File: src/ppc_params.svh
// Register offsets, field positions and reset values of the port block
`ifndef PPC_PARAMS_SVH
`define PPC_PARAMS_SVH

`define PPC_ADDR_W 6
// Port form registers, one bit per pin except port control and reset configuration
`define PPC_OFS_OUT_VALUE 6'h00
`define PPC_OFS_PIN_STATE 6'h01
`define PPC_OFS_DM_LO 6'h02
`define PPC_OFS_DM_MID 6'h03
`define PPC_OFS_DM_HI 6'h04
`define PPC_OFS_BYPASS 6'h05
`define PPC_OFS_BIDIR 6'h06
`define PPC_OFS_SLEW 6'h07
`define PPC_OFS_IBUF_DIS 6'h08
`define PPC_OFS_PORT_CTL 6'h09
`define PPC_OFS_EDGE_LO 6'h0a
`define PPC_OFS_EDGE_HI 6'h0b
`define PPC_OFS_IRQ_FLAGS 6'h0c
`define PPC_OFS_SPECIAL 6'h0d
`define PPC_OFS_RST_CFG 6'h0e
// OE routing select per pin: 0x10 + pin, low four bits
`define PPC_OFS_OE_SEL 6'h10
// Pin form: 0x20 + pin
`define PPC_OFS_PIN_FORM 6'h20

// Pin form field positions
`define PPC_PF_OUT 0
`define PPC_PF_DM_LO 1
`define PPC_PF_DM_HI 3
`define PPC_PF_BYP 4
`define PPC_PF_BIE 5
`define PPC_PF_SLW 6
`define PPC_PF_IBD 7

// Port control fields
`define PPC_CTL_LVTTL 0
`define PPC_CTL_REGOUT 1

// Reset configuration codes
`define PPC_RSTCFG_HIZ 2'h0
`define PPC_RSTCFG_PULLDN 2'h1
`define PPC_RSTCFG_PULLUP 2'h2

`define PPC_DM_RESET 3'h0
`define PPC_EDGE_NONE 2'h0
`define PPC_EDGE_RISE 2'h1
`define PPC_EDGE_FALL 2'h2
`define PPC_EDGE_BOTH 2'h3

`endif

File: src/ppc_pkg.sv
// Types shared by the port block
package ppc_pkg;
    typedef enum logic [2:0] {
        PPC_DM_HIZ_ANALOG,
        PPC_DM_HIZ_DIGITAL,
        PPC_DM_PULL_UP,
        PPC_DM_PULL_DOWN,
        PPC_DM_OD_LOW,
        PPC_DM_OD_HIGH,
        PPC_DM_STRONG,
        PPC_DM_PULL_BOTH
    } ppc_drive_t;
endpackage : ppc_pkg

File: src/ppc_port.sv
// Eight-pin port: configuration registers, drive control, edge interrupts
//
// Summary of operation
// - Three-bit drive mode per pin, independent
// - Codes 0-3 per drive table
// - Codes 4-7 per drive table
// - Reset gives analog high-Z, input off
// - Digital high-Z: driver off, input on
// - Regulated special pins lose resistive modes
// - Output from register or routed signal
// - Port form and pin form share storage
// - Routed enable toggles input versus drive
// - Sixteen routed enables, any to pins
// - Per-pin slew, strong and open-drain only
// - Eight pins feed one interrupt request
// - Edge select none, rise, fall, both
// - Selected edge sets flag, raises request
// - Edge logic runs regardless of sleep
// - Edge detection only, no levels
// - Port setting picks CMOS or LVTTL
// - Per-pin input disable blocks input path
// - Pin state reads pad, not output
// - Reset release loads stored reset config
//
// Design decisions made here: the address map and the address-and-strobe port.
`timescale 1ns/100ps
`include "ppc_params.svh"
module ppc_port import ppc_pkg::*; (
    // Clock and reset
    input wire logic clock,
    input wire logic rst_n,
    input wire logic clk_en,
    // Register port
    input wire logic [`PPC_ADDR_W-1:0] reg_addr,
    input wire logic [7:0] reg_wdata,
    input wire logic reg_wr,
    input wire logic reg_rd,
    output logic [7:0] reg_rdata,
    // Routed logic
    input wire logic [7:0] routed_out,
    input wire logic [15:0] routed_oe,
    output logic [7:0] routed_in,
    // Stored reset configuration
    input wire logic [1:0] nv_reset_cfg,
    // Pads
    input wire logic [7:0] pad_in,
    output logic [7:0] pad_strong_hi,
    output logic [7:0] pad_strong_lo,
    output logic [7:0] pad_weak_hi,
    output logic [7:0] pad_weak_lo,
    output logic [7:0] pad_ibuf_en,
    output logic [7:0] pad_slow_slew,
    output logic pad_lvttl,
    // Interrupt
    output logic port_irq
);
    logic [7:0] out_value_r;
    logic [7:0] dm_lo_r;
    logic [7:0] dm_mid_r;
    logic [7:0] dm_hi_r;
    logic [7:0] bypass_r;
    logic [7:0] bidir_r;
    logic [7:0] slew_r;
    logic [7:0] ibuf_dis_r;
    logic [1:0] port_ctl_r;
    logic [7:0] special_r;
    logic [7:0] edge_lo_r;
    logic [7:0] edge_hi_r;
    logic [7:0] flags_r;
    logic [1:0] rst_cfg_r;
    logic [3:0] oe_sel_r [8];
    logic [7:0] sync1_r;
    logic [7:0] sync2_r;
    logic [7:0] sync3_r;
    logic [7:0] state_r;
    logic [7:0] rdata_nxt;
    logic [7:0] rise;
    logic [7:0] fall;
    logic [7:0] hit;
    logic [7:0] ibuf_cfg;
    logic load_cfg_r;
    logic apply_cfg_r;
    logic flag_read;

    wire wr_port = reg_wr && clk_en;
    // Pin form covers eight addresses only; the rest of the upper half reads 0
    wire pf_hit = (reg_addr[5:3] == 3'h4);
    wire [2:0] pf_pin = reg_addr[2:0];
    wire oe_hit = (reg_addr[5:4] == 2'h1);
    assign flag_read = reg_rd && clk_en
        && reg_addr == `PPC_OFS_IRQ_FLAGS;

    // Port-form and pin-form strobe for a bit vector register
    function automatic logic [7:0] pw(input logic [7:0] cur,
                                      input logic [`PPC_ADDR_W-1:0] ofs,
                                      input integer pos);
        logic [7:0] v;
        v = cur;
        if (wr_port && reg_addr == ofs)
            v = reg_wdata;
        else if (wr_port && pf_hit)
            v[pf_pin] = reg_wdata[pos];
        return v;
    endfunction : pw

    // Configuration storage, one copy for both views
    always_ff @(posedge clock or negedge rst_n) begin
        if (!rst_n) begin
            out_value_r <= 8'h00;
            dm_lo_r <= 8'h00;
            dm_mid_r <= 8'h00;
            dm_hi_r <= 8'h00;
            bypass_r <= 8'h00;
            bidir_r <= 8'h00;
            slew_r <= 8'h00;
            ibuf_dis_r <= 8'h00;
        end else if (clk_en) begin
            out_value_r <= pw(out_value_r, `PPC_OFS_OUT_VALUE,
                              `PPC_PF_OUT);
            dm_lo_r <= pw(dm_lo_r, `PPC_OFS_DM_LO, `PPC_PF_DM_LO);
            dm_mid_r <= pw(dm_mid_r, `PPC_OFS_DM_MID, `PPC_PF_DM_LO + 1);
            dm_hi_r <= pw(dm_hi_r, `PPC_OFS_DM_HI, `PPC_PF_DM_HI);
            bypass_r <= pw(bypass_r, `PPC_OFS_BYPASS, `PPC_PF_BYP);
            bidir_r <= pw(bidir_r, `PPC_OFS_BIDIR, `PPC_PF_BIE);
            slew_r <= pw(slew_r, `PPC_OFS_SLEW, `PPC_PF_SLW);
            ibuf_dis_r <= pw(ibuf_dis_r, `PPC_OFS_IBUF_DIS, `PPC_PF_IBD);
            // Reset-config pulls apply once after reset release
            if (apply_cfg_r) begin
                case (rst_cfg_r)
                    `PPC_RSTCFG_PULLDN: begin
                        dm_lo_r <= 8'hff;
                        dm_mid_r <= 8'hff;
                        out_value_r <= 8'h00;
                    end
                    `PPC_RSTCFG_PULLUP: begin
                        dm_mid_r <= 8'hff;
                        out_value_r <= 8'hff;
                    end
                    default: ;
                endcase
            end
        end
    end

    // Port-level and misc settings
    always_ff @(posedge clock or negedge rst_n) begin
        if (!rst_n) begin
            port_ctl_r <= 2'h0;
            special_r <= 8'h00;
            edge_lo_r <= 8'h00;
            edge_hi_r <= 8'h00;
        end else if (wr_port) begin
            case (reg_addr)
                `PPC_OFS_PORT_CTL: port_ctl_r <= reg_wdata[1:0];
                `PPC_OFS_SPECIAL: special_r <= reg_wdata;
                `PPC_OFS_EDGE_LO: edge_lo_r <= reg_wdata;
                `PPC_OFS_EDGE_HI: edge_hi_r <= reg_wdata;
                default: ;
            endcase
        end
    end

    // Capture of the stored reset configuration after release
    always_ff @(posedge clock or negedge rst_n) begin
        if (!rst_n) begin
            rst_cfg_r <= `PPC_RSTCFG_HIZ;
            load_cfg_r <= 1'b1;
            apply_cfg_r <= 1'b0;
        end else if (clk_en) begin
            load_cfg_r <= 1'b0;
            // Applied one edge after capture, once rst_cfg_r holds it
            apply_cfg_r <= load_cfg_r;
            if (load_cfg_r)
                rst_cfg_r <= nv_reset_cfg;
            else if (wr_port && reg_addr == `PPC_OFS_RST_CFG)
                rst_cfg_r <= reg_wdata[1:0];
        end
    end

    // Enable routing selects
    always_ff @(posedge clock or negedge rst_n) begin
        if (!rst_n) begin
            for (int i = 0; i < 8; i++)
                oe_sel_r[i] <= 4'h0;
        end else if (wr_port && oe_hit && !reg_addr[3]) begin
            oe_sel_r[reg_addr[2:0]] <= reg_wdata[3:0];
        end
    end

    // Pad synchroniser; only stages two and three are looked at
    always_ff @(posedge clock or negedge rst_n) begin
        if (!rst_n) begin
            sync1_r <= 8'h00;
            sync2_r <= 8'h00;
            sync3_r <= 8'h00;
            state_r <= 8'h00;
        end else if (clk_en) begin
            sync1_r <= pad_in & ibuf_cfg;
            sync2_r <= sync1_r;
            sync3_r <= sync2_r;
            for (int i = 0; i < 8; i++)
                if (sync2_r[i] == sync3_r[i])
                    state_r[i] <= sync3_r[i];
        end
    end

    genvar g;
    generate
        for (g = 0; g < 8; g++) begin : g_pin
            logic [2:0] mode;
            logic drv_data;
            logic oe_on;
            logic [2:0] eff_mode;
            logic buf_on;
            logic s_hi;
            logic s_lo;
            assign mode = {dm_hi_r[g], dm_mid_r[g], dm_lo_r[g]};
            assign drv_data = bypass_r[g] ? routed_out[g]
                                          : out_value_r[g];
            assign oe_on = routed_oe[oe_sel_r[g]];
            // Enable low falls back to digital input
            assign eff_mode = (bidir_r[g] && !oe_on)
                ? 3'(PPC_DM_HIZ_DIGITAL) : mode;

            ppc_pin_drive u_drive (
                .mode(eff_mode),
                .data(drv_data),
                .regulated(special_r[g] & port_ctl_r[`PPC_CTL_REGOUT]),
                .strong_hi(s_hi),
                .strong_lo(s_lo),
                .weak_hi(pad_weak_hi[g]),
                .weak_lo(pad_weak_lo[g]),
                .ibuf_on(buf_on)
            );
            assign pad_strong_hi[g] = s_hi;
            assign pad_strong_lo[g] = s_lo;
            assign ibuf_cfg[g] = buf_on & ~ibuf_dis_r[g];
            // Slow edges only matter when a strong leg is used
            assign pad_slow_slew[g] = ~slew_r[g]
                & eff_mode[2] & ~(eff_mode == 3'(PPC_DM_PULL_BOTH));

            // Edge-only detection on the filtered level
            assign rise[g] = sync3_r[g] & sync2_r[g] & ~state_r[g];
            assign fall[g] = ~sync3_r[g] & ~sync2_r[g] & state_r[g];
            always_comb begin
                case ({edge_hi_r[g], edge_lo_r[g]})
                    `PPC_EDGE_RISE: hit[g] = rise[g];
                    `PPC_EDGE_FALL: hit[g] = fall[g];
                    `PPC_EDGE_BOTH: hit[g] = rise[g] | fall[g];
                    default: hit[g] = 1'b0;
                endcase
            end
        end
    endgenerate

    assign pad_ibuf_en = ibuf_cfg;
    assign pad_lvttl = port_ctl_r[`PPC_CTL_LVTTL];
    assign routed_in = state_r;

    // Flags: an edge in the clearing read's cycle survives
    always_ff @(posedge clock or negedge rst_n) begin
        if (!rst_n)
            flags_r <= 8'h00;
        else if (clk_en)
            flags_r <= (flag_read ? 8'h00 : flags_r) | hit;
    end

    // One request for the port; no sleep gating exists here
    assign port_irq = |flags_r;

    always_comb begin
        rdata_nxt = 8'h00;
        if (pf_hit) begin
            rdata_nxt[`PPC_PF_OUT] = out_value_r[pf_pin];
            rdata_nxt[`PPC_PF_DM_LO] = dm_lo_r[pf_pin];
            rdata_nxt[`PPC_PF_DM_LO + 1] = dm_mid_r[pf_pin];
            rdata_nxt[`PPC_PF_DM_HI] = dm_hi_r[pf_pin];
            rdata_nxt[`PPC_PF_BYP] = bypass_r[pf_pin];
            rdata_nxt[`PPC_PF_BIE] = bidir_r[pf_pin];
            rdata_nxt[`PPC_PF_SLW] = slew_r[pf_pin];
            rdata_nxt[`PPC_PF_IBD] = ibuf_dis_r[pf_pin];
        end else if (oe_hit && !reg_addr[3]) begin
            rdata_nxt = {4'h0, oe_sel_r[reg_addr[2:0]]};
        end else begin
            case (reg_addr)
                `PPC_OFS_OUT_VALUE: rdata_nxt = out_value_r;
                `PPC_OFS_PIN_STATE: rdata_nxt = state_r;
                `PPC_OFS_DM_LO: rdata_nxt = dm_lo_r;
                `PPC_OFS_DM_MID: rdata_nxt = dm_mid_r;
                `PPC_OFS_DM_HI: rdata_nxt = dm_hi_r;
                `PPC_OFS_BYPASS: rdata_nxt = bypass_r;
                `PPC_OFS_BIDIR: rdata_nxt = bidir_r;
                `PPC_OFS_SLEW: rdata_nxt = slew_r;
                `PPC_OFS_IBUF_DIS: rdata_nxt = ibuf_dis_r;
                `PPC_OFS_PORT_CTL: rdata_nxt = {6'h00, port_ctl_r};
                `PPC_OFS_EDGE_LO: rdata_nxt = edge_lo_r;
                `PPC_OFS_EDGE_HI: rdata_nxt = edge_hi_r;
                `PPC_OFS_IRQ_FLAGS: rdata_nxt = flags_r;
                `PPC_OFS_SPECIAL: rdata_nxt = special_r;
                `PPC_OFS_RST_CFG: rdata_nxt = {6'h00, rst_cfg_r};
                default: rdata_nxt = 8'h00;
            endcase
        end
    end

    always_ff @(posedge clock or negedge rst_n) begin
        if (!rst_n)
            reg_rdata <= 8'h00;
        else if (clk_en && reg_rd)
            reg_rdata <= rdata_nxt;
        else if (clk_en)
            reg_rdata <= 8'h00;
    end
endmodule : ppc_port

File: src/ppc_pin_drive.sv
// Per-pin drive decode: mode and data to pad controls
`timescale 1ns/100ps
`include "ppc_params.svh"
module ppc_pin_drive import ppc_pkg::*; (
    // Configuration
    input wire logic [2:0] mode,
    input wire logic data,
    input wire logic regulated,
    // Pad controls
    output logic strong_hi,
    output logic strong_lo,
    output logic weak_hi,
    output logic weak_lo,
    output logic ibuf_on
);
    ppc_drive_t dm;
    assign dm = ppc_drive_t'(mode);

    always_comb begin
        strong_hi = 1'b0;
        strong_lo = 1'b0;
        weak_hi = 1'b0;
        weak_lo = 1'b0;
        ibuf_on = 1'b1;
        case (dm)
            PPC_DM_HIZ_ANALOG: ibuf_on = 1'b0;
            PPC_DM_HIZ_DIGITAL: ibuf_on = 1'b1;
            PPC_DM_PULL_UP: begin
                weak_hi = data;
                strong_lo = ~data;
            end
            PPC_DM_PULL_DOWN: begin
                strong_hi = data;
                weak_lo = ~data;
            end
            PPC_DM_OD_LOW: strong_lo = ~data;
            PPC_DM_OD_HIGH: strong_hi = data;
            PPC_DM_STRONG: begin
                strong_hi = data;
                strong_lo = ~data;
            end
            PPC_DM_PULL_BOTH: begin
                weak_hi = data;
                weak_lo = ~data;
            end
            default: ibuf_on = 1'b0;
        endcase
        // Regulated output has no resistive legs
        if (regulated) begin
            weak_hi = 1'b0;
            weak_lo = 1'b0;
        end
    end
endmodule : ppc_pin_drive

File: config.mk
export PLATFORM = sky130hd
export DESIGN_NAME = ppc_port
export DESIGN_NICKNAME = d
export VERILOG_FILES = /design/src/ppc_pkg.sv /design/src/ppc_port.sv /design/src/ppc_pin_drive.sv
export VERILOG_INCLUDE_DIRS = /design/src /design/src/src
export SDC_FILE = /design/constraint.sdc
export NUM_CORES = 1
export LEC_CHECK = 0
export BUFFER_PORTS_ARGS = -buffer_cell sky130_fd_sc_hd__buf_2
export CORE_AREA = 2 2 200 202
export DETAILED_ROUTE_END_ITERATION = 6
export DIE_AREA = 0 0 202 204
export PLACE_DENSITY = 0.44
export SYNTH_ARGS = -nofsm -noshare
export SYNTH_HDL_FRONTEND = slang
export SYNTH_SLANG_ARGS = --single-unit
File: constraint.sdc
create_clock -name clock -period 2.65 [get_ports clock]
set_input_delay 0.1325 -clock clock [delete_from_list [all_inputs] [get_ports clock]]
set_output_delay 0.1325 -clock clock [all_outputs]
set_load 0.01 [all_outputs]
# [Word level (Yosys, flattened, before mapping)]
# Cells that the tools add are included.
[totals] mem_count=0 ff_bits=174 latchBits=0 out_inout_bits=66 ram_bits=0 input_bits=53 romBits=0 elab_cells=538
[op_classes] n_shift=0 n_reduce_logical=103 magnitude_cmp=12 n_div=0 n_addsub=0 mul=0 bitwise=131 eq_ne=98 muxes=158
[op_table] operator="$mux 8" count=26
[op_table] operator="$pmux 8 s15" count=1
[op_table] operator="$eq 3x3->1 const B" count=33
[op_table] operator="$mux 1" count=81
[op_table] operator="$and 1x1->1" count=64
[op_table] operator="$bwmux 8" count=8
[op_table] operator="$not 1->1" count=56
[op_table] operator="$eq 3x2->1 const B" count=16
[op_table] operator="$reduce_or 3->1" count=16
[op_table] operator="$eq 6x4->1 const B" count=7
[op_table] operator="$lt 4x5->1 const B" count=8
[op_table] operator="$reduce_and 2->1" count=18
[op_table] operator="$eq 2x2->1 const B" count=17
[op_table] operator="$reduce_or 2->1" count=17
[op_table] operator="$bmux 1 s4" count=8
[op_table] operator="$bwmux 32" count=1
[op_table] operator="$logic_and 1x1->1" count=26
[op_table] operator="$bmux 1 s3" count=8
[op_table] operator="$eq 6x3->1 const B" count=4
[op_table] operator="$logic_not 3->1" count=8
[op_table] operator="$mux 3" count=8
[op_table] operator="$pmux 1 s3" count=8
[op_table] operator="$eq 2x1->1 const B" count=10
[op_table] operator="$pmux 8 s2" count=1
[op_table] operator="20 further kinds" count=52

# [Depth between registers and ports, before layout]
# Gate-level depths: netlist of run 1.
[logic_depth] ltp_word=9 mapped_depth=9 mapped_depth_nobuf=8

# [By module]
# From an unflattened synthesis of run 1, not the netlist that was laid out.
[unflattened] hier_cells=1144 area_unflattened_um2=11743.8
[by_module_without_submodules] mod="ppc_port" area_each_um2=11113.2 n_inst=1 seq_area_each_um2=4355.4 cells_each=1056
[by_module_without_submodules] mod="ppc_pin_drive" area_each_um2=78.8 n_inst=8 seq_area_each_um2=0.0 cells_each=11

# [Worst setup path after synthesis of run 1]
# No wires, ideal clock.
[synth_path] kind="register to output" startpoint="register oe_sel_r[20] (netlist name)" endpoint="output pad_strong_lo[2]" arrival_time_ns=1.927 slack_ns=0.591 stages_incl_launch_ff=8 cell_sequence="dfrtp_1 -> buf_2 -> mux4_2 -> mux4_2 -> nor2b_2 -> nand2b_1 -> nor3_1 -> buf_4"
[synth_between] elab_chain_len=8 elab_cells_between_ends=10 classes_between="eq/ne (3); mux (4); reduce/logical (3)"
[synth_rtl] element="start: declaration" line_no="ppc_port.sv:71" rtl="logic [3:0] oe_sel_r [8];"
[synth_rtl] element="start signal: indexed assignment" line_no="ppc_port.sv:186" rtl="oe_sel_r[reg_addr[2:0]] <= reg_wdata[3:0];"
[synth_rtl] element="$bmux 1 s4 (*)" line_no="ppc_port.sv:220" rtl="assign oe_on = routed_oe[oe_sel_r[g]];"
[synth_rtl] element="$mux 1 (not written as such) (*)" line_no="ppc_port.sv:220"
[synth_rtl] element="$logic_not 1->1 (*)" line_no="ppc_port.sv:222" rtl="assign eff_mode = (bidir_r[g] && !oe_on)"
[synth_rtl] element="$logic_and 1x1->1 (*)" line_no="ppc_port.sv:222"
[synth_rtl] element="$mux 3 (*)" line_no="ppc_port.sv:223" rtl="? 3'(PPC_DM_HIZ_DIGITAL) : mode;"
[synth_rtl] element="$eq 3x3->1 or $eq 3x2->1 (tied branches)" line_no="ppc_pin_drive.sv:25" rtl="case (dm)"
[synth_rtl] element="$reduce_or 3->1 (no source line) (*)"
[synth_rtl] element="$mux 1 (*)"
[synth_rtl] element="end: declaration" line_no="ppc_port.sv:48" rtl="output logic [7:0] pad_strong_lo,"
# Every way passes the cells marked *; elsewhere a longest branch is shown, timed or not. The select of a mux whose other input is x is not followed.

# [Worst setup path after layout of run 1]
# Same ends and word-level chain as after synthesis.

==> results of run 1 <==
per-layer routing:
metal	track usage, %	vias to the layer above	share of wire [%]
met5	0	-	0.049
met4	7.98	4	2.7
met2	32.7	389	44
met3	4.21	66	6.9
met1	31.6	4970	46
li1	-	4357	-
per-stage QoR:
stage                     setup TNS [ns]  power, mW  cells  util, %
final                              -1.33       8.76   1764     35.5
after global routing               -3.98       9.18   1764     35.5
after CTS                          -1.25       8.70   1761     35.1
after detailed placement               0       5.74   1711     32.4
after global placement                 0       5.72   1711     32.4
after floorplan                        0       4.89   1134        -
cell type report:
class / instances / share of cell area (%)
Antenna cell: 2 / 0.0359
Multi-Input combinational cell: 789 / 48.8
Clock inverter: 15 / 1.50
Timing Repair Buffer: 201 / 9.42
Sequential cell: 174 / 31.3
Tap cell: 525 / 4.72
Clock buffer: 17 / 3.05
Inverter: 41 / 1.11
cells by family (layout without fill, tap and decap cells):
logic type	count (synthesis)	after routing
other cells	0	2
fa+ha+maj	18	18
xor+xnor	16	16
simple gates	309	309
mux	195	195
compound gates	251	251
flops	174	174
buf+inv	171	274
critical path, delay by kind of cell (launching register included):
family / cells / cell delay, ns
buf+inv: 2 / 0.30
flops: 1 / 0.45
mux: 2 / 1.06
simple gates: 3 / 0.42
synthesized netlist by cell type, types with 7 or more instances:
| cell type | n | share of area [%] |
|---|---|---|
| nor3_1 | 20 | 0.86 |
| buf_2 | 38 | 1.6 |
| xor2_1 | 12 | 0.90 |
| nor2_1 | 78 | 2.5 |
| buf_1 | 9 | 0.29 |
| ha_1 | 18 | 1.9 |
| o31ai_1 | 9 | 0.58 |
| mux2_2 | 67 | 6.5 |
| mux4_2 | 65 | 13 |
| a2111oi_0 | 8 | 0.60 |
| a222oi_1 | 7 | 0.60 |
| dfrtp_1 | 173 | 37 |
| a221oi_1 | 7 | 0.53 |
| inv_1 | 40 | 1.3 |
| buf_4 | 33 | 2.1 |
| a22oi_1 | 28 | 1.8 |
| o21ai_0 | 63 | 2.7 |
| a22o_1 | 12 | 0.90 |
| clkbuf_1 | 50 | 1.6 |
| o22ai_1 | 10 | 0.54 |
| nand2b_1 | 8 | 0.43 |
| nor4_1 | 15 | 0.81 |
| nand3_1 | 27 | 1.2 |
| a21oi_1 | 68 | 2.9 |
| mux2i_1 | 63 | 5.4 |
| nand2_1 | 103 | 3.3 |
power groups by stage:
| stage | sequential (mW) | clock [mW] | combinational (mW) |
|---|---|---|---|
| after detailed placement | 3.68 | 0 | 2.07 |
| after CTS | 3.64 | 2.85 | 2.21 |
| after floorplan | 3.33 | 0 | 1.56 |
| final | 3.66 | 2.79 | 2.30 |
| after global routing | 3.71 | 2.96 | 2.51 |
| after global placement | 3.68 | 0 | 2.04 |
worst max path at each step:
stage                       startpoint  cells after the start                to  slack (ns)
after global placement    oe_sel_r[20]                      6    pad_ibuf_en[2]        0.19
after global routing      oe_sel_r[20]                      6    pad_ibuf_en[2]       -0.26
after detailed placement  oe_sel_r[20]                      6    pad_ibuf_en[2]        0.20
final                     oe_sel_r[20]                      7  pad_strong_lo[2]       -0.16
after floorplan           oe_sel_r[20]                      7  pad_strong_lo[2]        0.59
after CTS                 oe_sel_r[20]                      6    pad_ibuf_en[2]       -0.14
what timing repair did:
action,in CTS,in global routing
gates resized for setup,49,32
hold buffers,11,0
endpoints found under the setup margin,41,43
pin swaps,16,16
setup buffers,10,1
hold endpoints to repair,53,0
==> results.cfg, run 1 <==
[die]
initial_core_util_pct = 29.6
die_area_um2 = 41200
dieWidth_um = 202
row_count = 73
die_h_um = 204
core_area_um2 = 39200
ioPinCount = 119

[worst_setup_path]
r2r-start = oe_sel_r[20]
cp_max_fo = 6
slowest_delay_ns = 0.55
cp.arrival_ns = 2.67
ff2ff_path_depth = 6
path_class = reg -> out
worstPathRequired_ns = 2.52
cpMaxStageDelayCell = mux4_2
cp_common_cell = mux4_2
worstPathCellList = mux4_2 -> mux4_2 -> nor2b_4 -> buf_6 -> nand2b_4 -> nor3_1 -> buf_2
r2r_slack_ns = 0.37
cp-end-kind = output port
r2r-end = sync1_r[2]
worst_setup_path_start_kind = register

[clock_network]
cts_max_level = 4
cts_buffers = 17
cts.sinks = 174
cts_buffer_depth = 2
path_clk_slew_ns = 0.07
clk_latency_ns = 0.45
cts_tree = yes
root_buffer = clkbuf_16

[power]
switching_share_pct = 34.6
p_sw_mw = 3.03
ir_drop_mv = 0.447
p_seq_share_pct = 41.8
clkPwrFrac_pct = 31.9
p_comb_share_pct = 26.3
intPower_mw = 5.72
p_leak_nw = 6.01
cellPowerDensity_nw_per_um2 = 629

[finish]
final_area_um2 = 13900
final_common_cell = dfrtp_1
final_cell_mix = 165 x dfrtp_1, 115 x buf_2, 103 x nand2_1
largest-register = oe_sel_r
area_growth_pct = 19.9
multi_input_area_um2 = 6800
fillCellCount = 3944
largest_reg_flops = 32
seqCellArea_um2 = 4370
nNetsFinal = 1295
drive_gt1_share_pct = 35.2

[placement]
pre_cts_ws_ns = 0.202
gp_congestion = 0.905
dp_hpwl_um = 32600
io_buffers = 118
postPlaceCellArea_um2 = 12700

[sta]
fin_crit_sh_pct = 106
period_minus_slack_ns = 2.81
finClkSkew_ns = 0.0130
rsz0062_at_grt = true
whs_ns = 0.161
fmax_ghz = 0.356
fin_ws_ns = -0.157
final-setup-viol-count = 25
hold_viol = 0
final-max-slew-violation-count = 0
maxSlewHeadroom_pct = 44.2
worst_slew_pin_slew_ns = 0.830

[grt]
grt_max_degree = 78
grt_use_total_pct = 22.0
grt_pass1_wl_um = 66600
antenna_found_initial = 4
grt_overflow_total = 0
grt_pass1_vias = 9661

[min_path]
hold_path_depth = 3
hp-start = reg_wdata[7]
hold_path_class = in -> reg
holdPathEnd = slew_r[7]

[logic_synthesis]
synth-compound-area-share_pct = 14.4
yosysWarnings = 0
ys_ff_latch = 174
async_reset_ff_share_pct = 100
avgSynthCellArea_um2 = 10.2
netlist_area_um2 = 11600
syn_inst = 1134
muxShareOfSynthArea_pct = 24.5
synth_xor_area_share_pct = 1.21
synth_top_family_by_area = multiplexers
seq_area_frac_synth_pct = 37.5
ys.flop_type = dfrtp_1
synth_edf_count = 0
yosys.area_share.simple_pct = 13.4
syn_nets = 1205
synth.distinct_cells = 66
synthAdderAreaFrac_pct = 1.94

[route]
drc = 0
drt-initial-drc-count = 941
wl_per_cell_um = 25.4
vias_per_cell = 5.55
final_antenna_net_count = 0
wl_um = 44800
vias = 9786
drtPass1Iterations = 6

[job]
drv_cap = 0

[status]
failed_checks = setup timing
outcome = finished, violations left
(Power assumes the default switching activity.)
==> run 2, diff against run 1 <==
CORE_AREA = 2 2 201 203   (was 2 2 200 202)
DIE_AREA = 0 0 203 205   (was 0 0 202 204)
GPL_ROUTABILITY_DRIVEN = 0   (was default)
SKIP_CTS_REPAIR_TIMING = 1   (was default)
SYNTH_HIERARCHICAL = 1   (was default)
==> run 2 against run 1 <==
Net effect: the flow finishes with violations (hold timing, setup timing); critical path depth grew 1; first-iteration DRC count decreased by 2.3%; die area is 0.99% higher; non-clock buffer count increased by 23; final area rose by 5.4%; synthesized cell count is 0.88% higher; via count is 3.4% higher; wire length is 3.3% higher; power decreased by 4.9%; critical path type unchanged; highest routed layer is now met4.
==> results.cfg, run 2 <==
[logic_synthesis]
seq_area_frac_synth_pct = 37.1
yosysWarnings = 6
synth_most_common_cell = dfrtp_1
syn_inst = 1144
synth.distinct_cells = 63
yosysTopAreaCellShare_pct = 36.9
netlist_area_um2 = 11700
async_reset_ff_share_pct = 100
synth_xor_area_share_pct = 1.19
muxShareOfSynthArea_pct = 25.2
ys_ff_latch = 174
synthAdderAreaFrac_pct = 1.92
synth_commonest_cells = 173 x dfrtp_1, 110 x nand2_1, 69 x o21ai_0
syn_nets = 1215
synth_top_family_by_area = multiplexers
synthTopCellsByArea = dfrtp_1 37%, mux4_2 12%, mux2_2 6.1%, mux2i_1 5.3%, nand2_1 3.5%
synth_edf_count = 0
avgSynthCellArea_um2 = 10.3
yosys.area_share.simple_pct = 16.3
synth-compound-area-share_pct = 13.0
synth_top_area_cell = dfrtp_1
ys.flop_type = dfrtp_1

[route]
drc = 0
vias = 10100
wl_um = 46200
wl_per_cell_um = 25.2
drt-initial-drc-count = 919
drtPass1Iterations = 5
vias_per_cell = 5.52
final_antenna_net_count = 0

[min_path]
holdPathEnd = rst_cfg_r[0]
hp-start = nv_reset_cfg[0]
hold_path_depth = 3
hold_path_class = in -> reg

[worst_setup_path]
worstPathRequired_ns = 2.52
cp-end-kind = output port
cp.arrival_ns = 3.06
ff2ff_path_depth = 8
r2r-end = sync1_r[6]
worst_setup_path_start_kind = register
r2r_slack_ns = -0.06
r2r-start = oe_sel_r[4]
cp_max_fo = 5
path_class = reg -> out

[grt]
grt_pass1_wl_um = 68200
antenna_found_initial = 0
grt_use_total_pct = 22.5
grt_pass1_vias = 10100
grt_max_degree = 62
grt_overflow_total = 0

[finish]
final_util_pct = 37.3
final_cell_mix = 165 x dfrtp_1, 110 x nand2_1, 104 x buf_2
drive_gt1_share_pct = 38.1
instances_no_fill = 1833
largest-register = oe_sel_r
final_area_um2 = 14700
nNetsFinal = 1366
largest_reg_flops = 32
area_growth_pct = 24.9
final_common_cell = dfrtp_1
n_antenna_cell = 0

[sta]
rsz0062_at_grt = true
period_minus_slack_ns = 3.19
final-setup-viol-count = 48
fmax_ghz = 0.313
worst_slew_pin_slew_ns = 0.892
final-max-slew-violation-count = 0
fin_ws_ns = -0.540
tns_ns = -14.63
whs_ns = -0.00445
hold_viol = 1
finClkSkew_ns = 0.0216
fin_crit_sh_pct = 120
maxSlewHeadroom_pct = 40.5

[die]
row_count = 73
core_area_um2 = 39400
dieWidth_um = 203
die_h_um = 205
die_area_um2 = 41600
initial_core_util_pct = 29.8
ioPinCount = 119

[placement]
dp_hpwl_um = 33300
io_buffers = 118
place_inst = 1780
postPlaceCellArea_um2 = 13200
pre_cts_ws_ns = -0.285

[power]
total_power_mw = 8.32
ir_drop_mv = 0.313
cellPowerDensity_nw_per_um2 = 567
p_leak_nw = 6.39

[clock_network]
clk_latency_ns = 0.46
cts_buffer_depth = 2
path_clk_slew_ns = 0.07
root_buffer = clkbuf_16
cts_buffers = 17
cts_tree = yes
cts.sinks = 174
cts_max_level = 4

[status]
failed_checks = hold timing, setup timing
outcome = finished, violations left

[job]
drv_cap = 0
-- run 2: changes by cell type in the layout (fill, tap and decap cells not counted), sizes merged, moves of 9 or more --
cell | before | now
mux2 | 67 | 77
nand2b | 8 | 25
a21oi | 68 | 46
a211oi | 4 | 13
nor2 | 84 | 66
and2 | 0 | 26
o21ai | 63 | 95
buf | 190 | 214
-- run 2: final cells by class --
| cell class | count | area, um2 |
|---|---|---|
| fillers | 3948 | 24700 |
| inverters | 46 | 175 |
| clock buffers | 20 | 437 |
| flip-flops and latches | 174 | 4370 |
| clock inverters | 12 | 121 |
| well taps | 525 | 657 |
| repair buffers | 224 | 1640 |
| multi-input cells | 832 | 7280 |
-- run 2: worst max-delay path by stage --
stage	startpoint	endpoint	slack (ns)	cells after the start
after floorplan	oe_sel_r[12]	sync1_r[4]	0.03	9
after detailed placement	oe_sel_r[4]	sync1_r[6]	-0.29	8
after CTS	oe_sel_r[0]	pad_ibuf_en[7]	-0.74	7
after global placement	oe_sel_r[4]	sync1_r[6]	-0.23	8
after global routing	oe_sel_r[16]	pad_weak_hi[3]	-0.61	8
final	oe_sel_r[8]	pad_weak_hi[5]	-0.54	8
-- run 2: critical path: stages (launching register included) --
cell and delay, ns:
dfrtp_2 0.44, mux4_2 0.51, mux4_2 0.54, nand2b_4 0.20
and2_4 0.17, buf_6 0.11, xor2_1 0.15, nor4_1 0.29
buf_2 0.18
-- run 2: logic make-up after synthesis --
kind of cell	count (synthesis)
AO/OA/AOI/OAI	241
adder cells (fa/ha/maj)	18
buffers and inverters	138
AND/OR/NAND/NOR	353
flip-flops	174
multiplexers	204
XOR/XNOR	16
-- run 2: where the power goes --
| group | switching, mW | internal [mW] | leakage, nW |
|---|---|---|---|
| Combinational | 1.12 | 1.16 | 3.91 |
| Clock | 1.26 | 1.25 | 0.271 |
| Sequential | 0.554 | 2.98 | 2.21 |
| Total | 2.93 | 5.39 | 6.39 |
-- run 2: routing by layer --
metal  track usage, %  wire, um  vias up
met5                0         0        -
met4             6.78      1100        0
met3             4.42      2920       67
met2             35.3     21300      383
met1             31.2     20900     5125
li1                 -         -     4540
==> run 3, diff against run 2 <==
CORE_AREA = 2 2 173 175   (was 2 2 201 203)
DIE_AREA = 0 0 175 177   (was 0 0 203 205)
PLACE_DENSITY = 0.56   (was 0.44)
==> run 3 against run 2 <==
Net effect: the flow still finishes with violations (hold timing, setup timing); core utilization rose by 12 points; clock-buffer cell count fell by 2; combinational power barely moved; critical path depth fell by 1; clock power rose by 5%; critical path type unchanged; largest cell class unchanged; highest routed layer unchanged.
==> results.cfg, run 3 (synthesis gave the netlist of run 2 again) <==
[status]
outcome = finished, violations left
failed_checks = hold timing, setup timing

[clock_network]
path_clk_slew_ns = 0.07
cts_buffer_depth = 2
root_buffer = clkbuf_16
clk_latency_ns = 0.45
cts_tree = yes
cts_max_level = 4
cts.sinks = 174
cts_buffers = 17

[sta]
fmax_ghz = 0.323
rsz0062_at_grt = true
period_minus_slack_ns = 3.10
final-setup-viol-count = 44
final-max-slew-violation-count = 0
worst_slew_pin_slew_ns = 1.01
fin_ws_ns = -0.450
maxSlewHeadroom_pct = 32.4
fin_crit_sh_pct = 117
finClkSkew_ns = 0.0118
whs_ns = -0.0101
hold_viol = 1

[worst_setup_path]
cp-end-kind = output port
cp_common_cell = mux4_2
worst_setup_path_start_kind = register
cp.depth = 7
ff2ff_path_depth = 9
r2r_slack_ns = -0.05
cp_num_buf_inv = 1
cpLargestDelayFamily = multiplexers
worstPathRequired_ns = 2.52
cp.arrival_ns = 2.97
slowest_delay_ns = 0.56
cp_max_fo = 6
path_class = reg -> out
worstPathCellList = mux4_2 -> mux4_2 -> nand2b_4 -> and2_4 -> or3_1 -> nor2b_4 -> buf_6
cpMaxStageDelayCell = mux4_2

[grt]
grt_max_degree = 65
antenna_found_initial = 0
grt_overflow_total = 0
grt_pass1_vias = 10100
grt_pass1_wl_um = 64500
grt_use_total_pct = 28.0

[route]
vias_per_cell = 6.14
vias = 10400
drc = 0
wl_um = 43500
drtPass1Iterations = 5
drt-initial-drc-count = 1111
final_antenna_net_count = 0
wl_per_cell_um = 25.7

[finish]
seqCellArea_um2 = 4370
final_cell_mix = 165 x dfrtp_1, 110 x nand2_1, 105 x buf_2
largest_reg_flops = 32
area_growth_pct = 23.6
fillCellCount = 2664
multi_input_area_um2 = 7290
largest-register = oe_sel_r
nNetsFinal = 1363
n_antenna_cell = 0
final_common_cell = dfrtp_1
instances_no_fill = 1695
drive_gt1_share_pct = 38.0

[power]
total_power_mw = 8.44
ir_drop_mv = 0.470
cellPowerDensity_nw_per_um2 = 582
p_leak_nw = 6.39

[die]
dieWidth_um = 175
ioPinCount = 119
die_area_um2 = 31000
core_area_um2 = 29200
die_h_um = 177
initial_core_util_pct = 40.2
row_count = 63

[job]
drv_cap = 0

[placement]
io_buffers = 118
dp_hpwl_um = 31400
pre_cts_ws_ns = -0.183
place_inst = 1641

[min_path]
hold_path_depth = 3
hold_path_class = in -> reg
[run 3: changes by cell type in the layout (fill, tap and decap cells not counted), sizes merged]
cell      change
clkbuf        -2
buf           -3
inv           -2
clkinv        +1
clkinvlp      +1
bufinv        +2
[run 3: through the flow]
step	utilization (%)	cell area [um2]	TNS, ns
4_1_cts	46.6	13600	-20.18
2_1_floorplan	-	11800	0
3_5_place_dp	44.6	13000	-2.78
3_3_place_gp	44.6	13000	-1.56
6_report	49.6	14500	-11.34
5_1_grt	49.6	14500	-15.76
[run 3: area by class of cell]
type                    count  area share, %
multi-input cells         832           50.2
repair buffers            221           11.1
well taps                 390           3.36
flip-flops and latches    174           30.1
clock buffers              18           3.03
clock inverters            14           1.06
inverters                  46           1.19
[run 3: final timing paths]
path                            startpoint              to
hold / removal             nv_reset_cfg[0]    rst_cfg_r[0]
max in group asynchronous            rst_n      load_cfg_r
hold reg to reg                 sync1_r[0]      sync2_r[0]
setup reg to reg               oe_sel_r[4]      sync1_r[6]
setup / recovery               oe_sel_r[8]  pad_ibuf_en[5]
min in group asynchronous            rst_n      sync1_r[0]
[run 3: worst register-to-register path, delay by kind of cell, from the launching register on]
family	cells	cell delay [ns]
AOI/OAI and AO/OA	1	0.05
buffers and inverters	1	0.12
DFF	1	0.44
muxes	2	1.01
and+or+nand+nor	5	0.96
[run 3: where the power goes]
group	internal [mW]	leakage (nW)	total, mW	switching (mW)
clock	1.43	0.290	2.63	1.20
combinational	1.17	3.89	2.29	1.11
sequential	2.98	2.21	3.52	0.537
[run 3: layer usage]
layer / global-route usage, % / part of all wire [%] / vias to the layer above
met5: 0 / 0 / -
met1: 37.4 / 40 / 5208
met2: 44.4 / 47 / 551
li1: - / - / 4521
met3: 5.63 / 8.9 / 131
met4: 12.3 / 4.0 / 0
